--- src/inc/phy_mgmt_pkg.sv ---
package phy_mgmt_pkg;

  // ************************************************************
  // Direct register numbers
  // ************************************************************
  localparam logic [4:0] REG_CONTROL = 5'h00;
  localparam logic [4:0] REG_STATUS = 5'h01;
  localparam logic [4:0] REG_MMD_CTRL = 5'h0D;
  localparam logic [4:0] REG_MMD_DATA = 5'h0E;
  localparam logic [4:0] REG_STRAP = 5'h1E;

  // ************************************************************
  // Control register fields and fixed values
  // ************************************************************
  localparam int BIT_SW_RESET = 15;
  localparam int BIT_LOOPBACK = 14;
  localparam int BIT_SPEED = 13;
  localparam int BIT_ANEG = 12;
  localparam int BIT_POWER_DOWN = 11;
  localparam int BIT_ISOLATE = 10;
  localparam logic SPEED_FIXED = 1'h1;
  localparam logic ANEG_FIXED = 1'h0;
  localparam logic [9:0] CTRL_RESERVED = 10'h100;

  // ************************************************************
  // Status register fields
  // ************************************************************
  localparam logic [15:0] STATUS_FIXED = 16'h0061;
  localparam int BIT_REMOTE_FAULT = 4;
  localparam int BIT_LINK = 2;
  localparam int BIT_JABBER = 1;

  // ************************************************************
  // Indirect window
  // ************************************************************
  localparam int MMD_FUNC_HI = 15;
  localparam int MMD_FUNC_LO = 14;
  localparam logic [1:0] MMD_FUNC_ADDR = 2'h0;
  localparam logic [4:0] DEVAD_VENDOR = 5'h1F;
  localparam logic [4:0] DEVAD_PMA = 5'h01;
  localparam logic [7:0] VENDOR_PAGE = 8'h02;
  localparam logic [7:0] PMA_PAGE = 8'h00;
  localparam int MEM_WORDS = 16;

  // ************************************************************
  // Timing and reset values
  // ************************************************************
  localparam int CLK_PERIOD_NS = 20;
  localparam int SW_RESET_NS = 1000;
  localparam logic [5:0] SW_RESET_CYCLES = 6'((SW_RESET_NS + CLK_PERIOD_NS - 1) / CLK_PERIOD_NS);
  localparam logic [1:0] STRAP_SETTLE = 2'h2;
  localparam logic PIN_IDLE = 1'h1;
  localparam logic [3:0] PHY_ADDR_RESET = 4'h0;

  // ************************************************************
  // Types
  // ************************************************************
  typedef enum logic [1:0] {
    ST_STRAP = 2'h0,
    ST_RUN = 2'h1,
    ST_SWRST = 2'h3
  } mode_t;

  typedef struct packed {
    logic valid;
    logic write;
    logic [4:0] phy_addr;
    logic [4:0] reg_addr;
    logic [15:0] wdata;
  } mgmt_req_t;

  typedef struct packed {
    logic dv;
    logic [3:0] d;
  } mii_nibble_t;

endpackage

--- src/hw/phy_status_latch.sv ---
`timescale 1ns/1ps
module phy_status_latch #(
  parameter bit LATCH_LOW = 1'h0
) (
  input wire logic clk,
  input wire logic nrst,
  input wire logic cond,
  input wire logic rd_clr,
  output logic latched
);

  // ************************************************************
  // State
  // ************************************************************
  typedef struct packed {
    logic latched;
  } latch_state_t;

  latch_state_t s_reg;
  latch_state_t s_next;

  // Low type follows the live level once read; high type holds a one until read
  always_comb begin
    s_next = s_reg;
    if (LATCH_LOW) begin
      s_next.latched = rd_clr ? cond : (s_reg.latched & cond);
    end else begin
      s_next.latched = cond | (s_reg.latched & ~rd_clr);
    end
  end

  // Hardware reset clears the latch
  always_ff @(posedge clk or negedge nrst) begin
    if (!nrst) begin
      s_reg <= '0;
    end else begin
      s_reg <= s_next;
    end
  end

  assign latched = s_reg.latched;

endmodule

--- src/hw/phy_mgmt_register_bank.sv ---
`timescale 1ns/1ps
module phy_mgmt_register_bank (
  input wire logic clk,
  input wire logic nrst,
  input wire logic [3:0] strap_phy_addr,
  input wire logic irq_powerdown_pin_n,
  input wire phy_mgmt_pkg::mgmt_req_t mgmt_req,
  output logic mgmt_ack,
  output logic [15:0] mgmt_rdata,
  input wire phy_mgmt_pkg::mii_nibble_t mac_tx,
  output phy_mgmt_pkg::mii_nibble_t mac_rx,
  input wire phy_mgmt_pkg::mii_nibble_t line_rx,
  output phy_mgmt_pkg::mii_nibble_t line_tx,
  input wire logic line_link_ok,
  input wire logic jabber_event,
  input wire logic remote_fault_event,
  output logic link_up,
  output logic power_down
);

  // ************************************************************
  // State
  // ************************************************************
  typedef struct packed {
    phy_mgmt_pkg::mode_t mode;
    logic [1:0] strap_cnt;
    logic [3:0] strap_meta;
    logic [3:0] strap_sync;
    logic [3:0] phy_addr;
    logic pin_meta;
    logic pin_sync;
    logic loopback;
    logic power_down;
    logic isolate;
    logic [5:0] rst_cnt;
    logic [15:0] mmd_ctrl;
    logic [15:0] mmd_addr;
    logic [15:0][15:0] vendor_mem;
    logic [15:0][15:0] pma_mem;
    logic ack;
    logic [15:0] rdata;
    phy_mgmt_pkg::mii_nibble_t mac_rx;
    phy_mgmt_pkg::mii_nibble_t line_tx;
    logic link_up;
    logic pd_out;
  } state_t;

  // Busy window plus margin, so the self-clear check tracks the package count
  localparam int SWRST_WAIT = phy_mgmt_pkg::SW_RESET_CYCLES + 10;

  state_t s_reg;
  state_t s_next;
  logic req_hit;
  logic data_via_window;
  logic win_vendor;
  logic win_pma;
  logic status_rd;
  logic pd_eff;
  logic link_cond;
  logic link_held;
  logic jabber_held;
  logic fault_held;
  logic [15:0] status_word;
  logic [15:0] rd_value;

  // ************************************************************
  // Register helpers
  // ************************************************************
  // Control word view; busy flag reads one for the whole soft reset
  function automatic logic [15:0] ctrl_word(input state_t s);
    logic [15:0] w;
    w = '0;
    w[phy_mgmt_pkg::BIT_SW_RESET] = (s.mode == phy_mgmt_pkg::ST_SWRST);
    w[phy_mgmt_pkg::BIT_LOOPBACK] = s.loopback;
    w[phy_mgmt_pkg::BIT_SPEED] = phy_mgmt_pkg::SPEED_FIXED;
    w[phy_mgmt_pkg::BIT_ANEG] = phy_mgmt_pkg::ANEG_FIXED;
    w[phy_mgmt_pkg::BIT_POWER_DOWN] = s.power_down;
    w[phy_mgmt_pkg::BIT_ISOLATE] = s.isolate;
    w[9:0] = phy_mgmt_pkg::CTRL_RESERVED;
    return w;
  endfunction

  // Shared by direct and windowed reads; window registers are not mapped into themselves
  function automatic logic [15:0] read_word(input state_t s, input logic vendor, input logic pma,
                                            input logic [11:0] a, input logic [15:0] status);
    logic [15:0] w;
    w = '0;
    if (vendor && a == {7'h00, phy_mgmt_pkg::REG_CONTROL}) begin
      w = ctrl_word(s);
    end else if (vendor && a == {7'h00, phy_mgmt_pkg::REG_STATUS}) begin
      w = status;
    end else if (vendor && a == {7'h00, phy_mgmt_pkg::REG_STRAP}) begin
      w = {12'h000, s.phy_addr};
    end else if (vendor && a[11:4] == phy_mgmt_pkg::VENDOR_PAGE) begin
      w = s.vendor_mem[a[3:0]];
    end else if (pma && a[11:4] == phy_mgmt_pkg::PMA_PAGE) begin
      w = s.pma_mem[a[3:0]];
    end
    return w;
  endfunction

  // Read-only and reserved control bits are dropped on write
  function automatic state_t write_word(input state_t s, input logic vendor, input logic pma,
                                        input logic [11:0] a, input logic [15:0] d);
    state_t r;
    r = s;
    if (vendor && a == {7'h00, phy_mgmt_pkg::REG_CONTROL}) begin
      r.loopback = d[phy_mgmt_pkg::BIT_LOOPBACK];
      r.power_down = d[phy_mgmt_pkg::BIT_POWER_DOWN];
      r.isolate = d[phy_mgmt_pkg::BIT_ISOLATE];
      if (d[phy_mgmt_pkg::BIT_SW_RESET]) begin
        r.mode = phy_mgmt_pkg::ST_SWRST;
        r.rst_cnt = phy_mgmt_pkg::SW_RESET_CYCLES - 6'h01;
      end
    end else if (vendor && a[11:4] == phy_mgmt_pkg::VENDOR_PAGE) begin
      r.vendor_mem[a[3:0]] = d;
    end else if (pma && a[11:4] == phy_mgmt_pkg::PMA_PAGE) begin
      r.pma_mem[a[3:0]] = d;
    end
    return r;
  endfunction

  // ************************************************************
  // Request decode
  // ************************************************************
  // Requests are ignored until the strapped address is known; only four address bits are strapped, the fifth must be zero
  assign req_hit = mgmt_req.valid && (s_reg.mode != phy_mgmt_pkg::ST_STRAP) &&
                   (mgmt_req.phy_addr == {1'h0, s_reg.phy_addr});
  assign data_via_window = (mgmt_req.reg_addr == phy_mgmt_pkg::REG_MMD_DATA) &&
                           (s_reg.mmd_ctrl[phy_mgmt_pkg::MMD_FUNC_HI:phy_mgmt_pkg::MMD_FUNC_LO] !=
                            phy_mgmt_pkg::MMD_FUNC_ADDR);
  assign win_vendor = (s_reg.mmd_ctrl[4:0] == phy_mgmt_pkg::DEVAD_VENDOR);
  assign win_pma = (s_reg.mmd_ctrl[4:0] == phy_mgmt_pkg::DEVAD_PMA);
  assign status_rd = req_hit && !mgmt_req.write &&
                     ((mgmt_req.reg_addr == phy_mgmt_pkg::REG_STATUS) ||
                      (data_via_window && win_vendor &&
                       s_reg.mmd_addr[11:0] == {7'h00, phy_mgmt_pkg::REG_STATUS}));

  // Effective power-down; the pin is used only after two flops
  assign pd_eff = s_reg.power_down | ~s_reg.pin_sync;
  assign link_cond = s_reg.link_up;

  // ************************************************************
  // Status latches
  // ************************************************************
  phy_status_latch #(.LATCH_LOW(1'h1)) u_link_latch (.clk(clk), .nrst(nrst), .cond(link_cond),
    .rd_clr(status_rd), .latched(link_held));
  phy_status_latch #(.LATCH_LOW(1'h0)) u_jabber_latch (.clk(clk), .nrst(nrst), .cond(jabber_event),
    .rd_clr(status_rd), .latched(jabber_held));
  phy_status_latch #(.LATCH_LOW(1'h0)) u_fault_latch (.clk(clk), .nrst(nrst), .cond(remote_fault_event),
    .rd_clr(status_rd), .latched(fault_held));

  // Status word from fixed bits and latched bits
  always_comb begin
    status_word = phy_mgmt_pkg::STATUS_FIXED;
    status_word[phy_mgmt_pkg::BIT_REMOTE_FAULT] = fault_held;
    status_word[phy_mgmt_pkg::BIT_LINK] = link_held;
    status_word[phy_mgmt_pkg::BIT_JABBER] = jabber_held;
  end

  // Read mux; the data register shows the held address in address function
  always_comb begin
    rd_value = '0;
    if (mgmt_req.reg_addr == phy_mgmt_pkg::REG_MMD_CTRL) begin
      rd_value = s_reg.mmd_ctrl;
    end else if (mgmt_req.reg_addr == phy_mgmt_pkg::REG_MMD_DATA) begin
      rd_value = data_via_window ?
                 read_word(s_reg, win_vendor, win_pma, s_reg.mmd_addr[11:0], status_word) :
                 s_reg.mmd_addr;
    end else begin
      rd_value = read_word(s_reg, 1'h1, 1'h0, {7'h00, mgmt_req.reg_addr}, status_word);
    end
  end

  // ************************************************************
  // Next state
  // ************************************************************
  always_comb begin
    s_next = s_reg;
    s_next.ack = 1'h0;
    s_next.pin_meta = irq_powerdown_pin_n;
    s_next.pin_sync = s_reg.pin_meta;
    s_next.strap_meta = strap_phy_addr;
    s_next.strap_sync = s_reg.strap_meta;
    unique case (s_reg.mode)
      phy_mgmt_pkg::ST_STRAP: begin
        // Wait for the synchroniser to fill before catching the straps
        if (s_reg.strap_cnt == phy_mgmt_pkg::STRAP_SETTLE) begin
          s_next.phy_addr = s_reg.strap_sync;
          s_next.mode = phy_mgmt_pkg::ST_RUN;
        end else begin
          s_next.strap_cnt = s_reg.strap_cnt + 2'h1;
        end
      end
      phy_mgmt_pkg::ST_RUN: begin
      end
      phy_mgmt_pkg::ST_SWRST: begin
        // Coding registers clear at the end; vendor words are left alone
        if (s_reg.rst_cnt == 6'h00) begin
          s_next.mode = phy_mgmt_pkg::ST_RUN;
          s_next.loopback = 1'h0;
          s_next.power_down = 1'h0;
          s_next.isolate = 1'h0;
          s_next.pma_mem = '0;
        end else begin
          s_next.rst_cnt = s_reg.rst_cnt - 6'h01;
        end
      end
      default: begin
        s_next.mode = phy_mgmt_pkg::ST_RUN;
      end
    endcase
    if (req_hit) begin
      s_next.ack = 1'h1;
      s_next.rdata = rd_value;
      if (mgmt_req.write) begin
        if (mgmt_req.reg_addr == phy_mgmt_pkg::REG_MMD_CTRL) begin
          s_next.mmd_ctrl = mgmt_req.wdata;
        end else if (mgmt_req.reg_addr == phy_mgmt_pkg::REG_MMD_DATA && !data_via_window) begin
          s_next.mmd_addr = mgmt_req.wdata;
        end else if (data_via_window) begin
          // Held address is not advanced in any data function
          s_next = write_word(s_next, win_vendor, win_pma, s_reg.mmd_addr[11:0], mgmt_req.wdata);
        end else begin
          s_next = write_word(s_next, 1'h1, 1'h0, {7'h00, mgmt_req.reg_addr}, mgmt_req.wdata);
        end
      end
    end
    // Pin wins over a software clear in the same cycle
    if (!s_reg.pin_sync) begin
      s_next.power_down = 1'h1;
    end
    // Data paths; isolate and power-down leave the MAC side quiet
    s_next.pd_out = pd_eff;
    if (pd_eff || s_reg.isolate) begin
      s_next.mac_rx = '0;
    end else if (s_reg.loopback) begin
      s_next.mac_rx = mac_tx;
    end else begin
      s_next.mac_rx = line_rx;
    end
    s_next.line_tx = (pd_eff || s_reg.isolate || s_reg.loopback) ? '0 : mac_tx;
    s_next.link_up = line_link_ok && !s_reg.loopback && !pd_eff &&
                     (s_reg.mode == phy_mgmt_pkg::ST_RUN);
  end

  // Constants only under reset; the pin flops idle high so no false power-down
  always_ff @(posedge clk or negedge nrst) begin
    if (!nrst) begin
      s_reg <= '0;
      s_reg.phy_addr <= phy_mgmt_pkg::PHY_ADDR_RESET;
      s_reg.pin_meta <= phy_mgmt_pkg::PIN_IDLE;
      s_reg.pin_sync <= phy_mgmt_pkg::PIN_IDLE;
    end else begin
      s_reg <= s_next;
    end
  end

  assign mgmt_ack = s_reg.ack;
  assign mgmt_rdata = s_reg.rdata;
  assign mac_rx = s_reg.mac_rx;
  assign line_tx = s_reg.line_tx;
  assign link_up = s_reg.link_up;
  assign power_down = s_reg.pd_out;
endmodule

--- config.mk ---
export PLATFORM = sky130hd
export DESIGN_NAME = phy_mgmt_register_bank
export DESIGN_NICKNAME = d
export VERILOG_FILES = /design/src/inc/phy_mgmt_pkg.sv /design/src/hw/phy_status_latch.sv /design/src/hw/phy_mgmt_register_bank.sv
export SDC_FILE = /design/constraint.sdc
export NUM_CORES = 1
export LEC_CHECK = 0
export ABC_AREA = 1
export BUFFER_PORTS_ARGS = -buffer_cell sky130_fd_sc_hd__buf_2
export CAP_MARGIN = 20
export CORE_ASPECT_RATIO = 1.2
export CORE_UTILIZATION = 45
export DETAILED_ROUTE_END_ITERATION = 16
export GPL_TIMING_DRIVEN = 1
export RECOVER_POWER = 25
export SLEW_MARGIN = 20
export SYNTH_ARGS = -nofsm -noshare
export SYNTH_HDL_FRONTEND = slang
export SYNTH_SLANG_ARGS = --single-unit
--- constraint.sdc ---
create_clock -name clk -period 5.3 [get_ports clk]
set_clock_uncertainty 0.05 [all_clocks]
set_input_delay 0.265 -clock clk [delete_from_list [all_inputs] [get_ports clk]]
set_output_delay 0.265 -clock clk [all_outputs]
set_load 0.005 [all_outputs]
==> results.py <==
metrics = {
    "status": {
        "status": "complete, but fails checks",
        "violations": "capacitance limit, slew limit",
    },
    "clock_tree": {
        "cts_sinks": 603,
        "clockBufferDepth": 3,
        "cts-root-buf": "clkbuf_16",
        "cts_max_level": 3,
        "cts_tree": "yes",
        "clock_latency_ps": 640,
        "clkTransAtPathRegs_ps": 60,
        "numCtsBuffers": 67,
    },
    "logic_synthesis": {
        "ys_seq_area_share_pct": 51.0,
        "yosys_warnings": 0,
        "syn_area_sq_um": 29600,
        "netlist_top_cells_count": "1720 x nand2_1, 601 x dfrtp_1, 314 x nor2_1, 281 x o21ai_0, 256 x inv_1",
        "synth.top_cell.area_share_pct": 50.8,
        "ys.flop_type": "dfrtp_1",
        "syn-num-nets": 4042,
        "avgSynthCellArea_sq_um": 7.42,
        "synth_edf_count": 0,
        "synthDistinctLibCells": 42,
        "synth_cells": 3991,
        "synthArstFlopShare_pct": 100,
        "synth_top_cell_by_area": "dfrtp_1",
        "synth_area_leaders": "dfrtp_1 51%, nand2_1 22%, o21ai_0 4.7%",
        "synth_seq_cells": 603,
        "synth.most_common_cell": "nand2_1",
    },
    "grt": {
        "grt_pass1_wl_um": 175000,
        "grt_max_degree": 174,
        "grtUsageTotal_pct": 35.3,
        "first_global_vias": 26363,
        "grt_overflow": 0,
        "antenna_found_initial": 2,
    },
    "cells_and_area": {
        "fillers": 6448,
        "design_area_sq_um": 32800,
        "nets": 4010,
        "final_cells": 4839,
        "diodes": 0,
        "area_growth_pct": 10.8,
        "layout-drive-gt1-share_pct": 7.09,
    },
    "setup_path": {
        "path_common_cell": "nand2_1",
        "path_cells": "nor2_4, nand2_1, inv_2, nand3_2, nand2_2, inv_2, nand2_1, nor2_1, nand2_1, nand3_1, o21ai_0",
        "slowest_stage": "dfrtp_1",
        "cp.arrival_ps": 4610,
        "critPathKind": "flop to flop",
        "path_buf_inv": 2,
        "slowest_delay_ps": 780,
        "critPathRequiredTime_ps": 5710,
        "start_kind": "flop",
        "cp_max_fo": 21,
        "crit_path_end_kind": "flop",
        "crit_family": "simple AND/OR/NAND/NOR gates",
    },
    "floorplanning": {
        "rows": 102,
        "design.die.area_sq_um": 66800,
        "fp.coreArea_sq_um": 64800,
        "initial_core_util_pct": 45.7,
        "top_level_ports": 77,
        "die_w_um": 236,
        "die_h_um": 283,
    },
    "drt": {
        "route.vias.total": 27493,
        "wl_met2_um": 53600,
        "routed_wl_um": 118000,
        "wl_per_cell_um": 24.4,
        "firstDrtPassIters": 6,
        "antenna_left": 0,
        "topRoutingLayerUsed": "met4",
        "met1Wirelength_um": 45300,
        "drc": 0,
        "wl_met3_um": 10200,
        "drtIter0Drc": 3449,
        "routed_via_density": 5.68,
    },
    "min_path": {
        "hold_path_class": "input pin to flop",
    },
    "power": {
        "ir_drop_mv": 0.236,
        "netSwitchingPower_w": 0.00237,
        "netSwitchingFraction_pct": 24.0,
        "pwr-share-comb_pct": 4.0,
        "power_density_nw_per_um2": 300,
        "p_int_w": 0.00748,
        "p_seq_share_pct": 47.1,
        "p_leak_nw": 17.1,
        "clkPwrFrac_pct": 48.9,
    },
    "timing": {
        "slew-limit-headroom_pct": -106,
        "worst_pin_slew_ps": 3090,
        "period_minus_slack_ps": 4200,
        "fmax_ghz": 0.238,
        "rsz0062_at_grt": "no",
        "finalSetupViolations": 0,
        "finalSetupTns_ps": 0,
        "finalHoldViolations": 0,
        "slew_violations": 215,
        "min_period_over_period_pct": 79.3,
    },
    "place": {
        "dp.cells": 4702,
        "routabilityCongestion": 1.00,
        "hpwl_um": 75400,
        "io_buffer_count": 76,
        "placed_area_sq_um": 30400,
    },
    "job": {
        "cap_violations": 3,
    },
}
-- routing by layer --
metal  track usage, %  vias up
met4             24.1        0
met2             55.1     1453
met1             44.5    13120
li1                 -    12520
met5                0        -
met3             6.63      400
-- timing repair --
action / in CTS / in global routing
endpoints found under the hold margin: 82 / 0
buffers inserted: 0 / 0
hold buffers: 19 / 0
resized for setup: 0 / 0
-- power by group through the flow --
stage	clock (W)	combinational [W]	sequential (W)
final	0.00481	0.000396	0.00464
after global routing	0.00501	0.000422	0.00464
after CTS	0.00484	0.000395	0.00464
after detailed placement	0	0.000382	0.00472
after global placement	0	0.000384	0.00472
after floorplan	0	0.000132	0.00472
-- metrics by stage --
stage / hold WS (ps) / setup slack, ps / power (W) / util [%]
after floorplan: -80.6 / 3120 / 0.00485 / -
after CTS: 73.5 / 1250 / 0.00987 / 50.6
after global routing: 99.6 / 898 / 0.0101 / 50.6
after detailed placement: 244 / 1130 / 0.00511 / 47.0
after global placement: 242 / 1150 / 0.00511 / 47.0
final: 100 / 1100 / 0.00985 / 50.6
-- logic make-up after synthesis --
| family | count (synthesis) | synth area share [%] |
|---|---|---|
| AOI/OAI and AO/OA | 541 | 10.3 |
| xor gates and xnor gates | 3 | 0.0888 |
| adders and majority gates | 3 | 0.127 |
| buffers and inverters | 519 | 7.16 |
| DFF | 603 | 51.0 |
| muxes | 1 | 0.0380 |
| and+or+nand+nor | 2321 | 31.3 |
-- final cells by class --
| cell class | count | area, sq um | share of cell area, % |
|---|---|---|---|
| sequential | 603 | 15100 | 46.0 |
| clock inverter | 17 | 248 | 0.755 |
| inverter | 265 | 1000 | 3.05 |
| multi-input combinational | 2869 | 12400 | 37.9 |
| timing repair buffer | 153 | 1040 | 3.18 |
| tap | 832 | 1040 | 3.17 |
| clock buffer | 100 | 1940 | 5.92 |
-- cells in the final DEF (no fill, tap or decap), types with 55 or more instances in the layout --
cell,n
a21oi_1,92
o21ai_0,281
a22oi_1,76
inv_1,253
dfrtp_1,600
clkbuf_16,68
nand3_1,179
nand2_1,1715
nor2_1,310
buf_2,61
o22ai_1,55
-- worst register-to-register path: cells and delay by family, from the launching register on --
family / cells / cell delay [ps]
flops: 1 / 780
buf+inv: 2 / 720
simple gates: 8 / 2360
compound gates: 1 / 90
-- final timing paths --
kind                                         from                   end  slack, ps  cells after the start
hold / removal                       mgmt_req[11]                  flop        100                      3
max in group asynchronous                    nrst   s_reg[85]$_DFF_PN0_       1560                      3
hold reg to reg              s_reg[593]$_DFF_PN0_  s_reg[589]$_DFF_PN0_        300                      0
min in group asynchronous                    nrst             async pin        180                      2
setup reg to reg           s_reg[542]$_DFFE_PN0P_  s_reg[263]$_DFF_PN0_       1100                     11
setup / recovery           s_reg[542]$_DFFE_PN0P_  s_reg[263]$_DFF_PN0_       1100                     11
(Power assumes the default switching activity.)
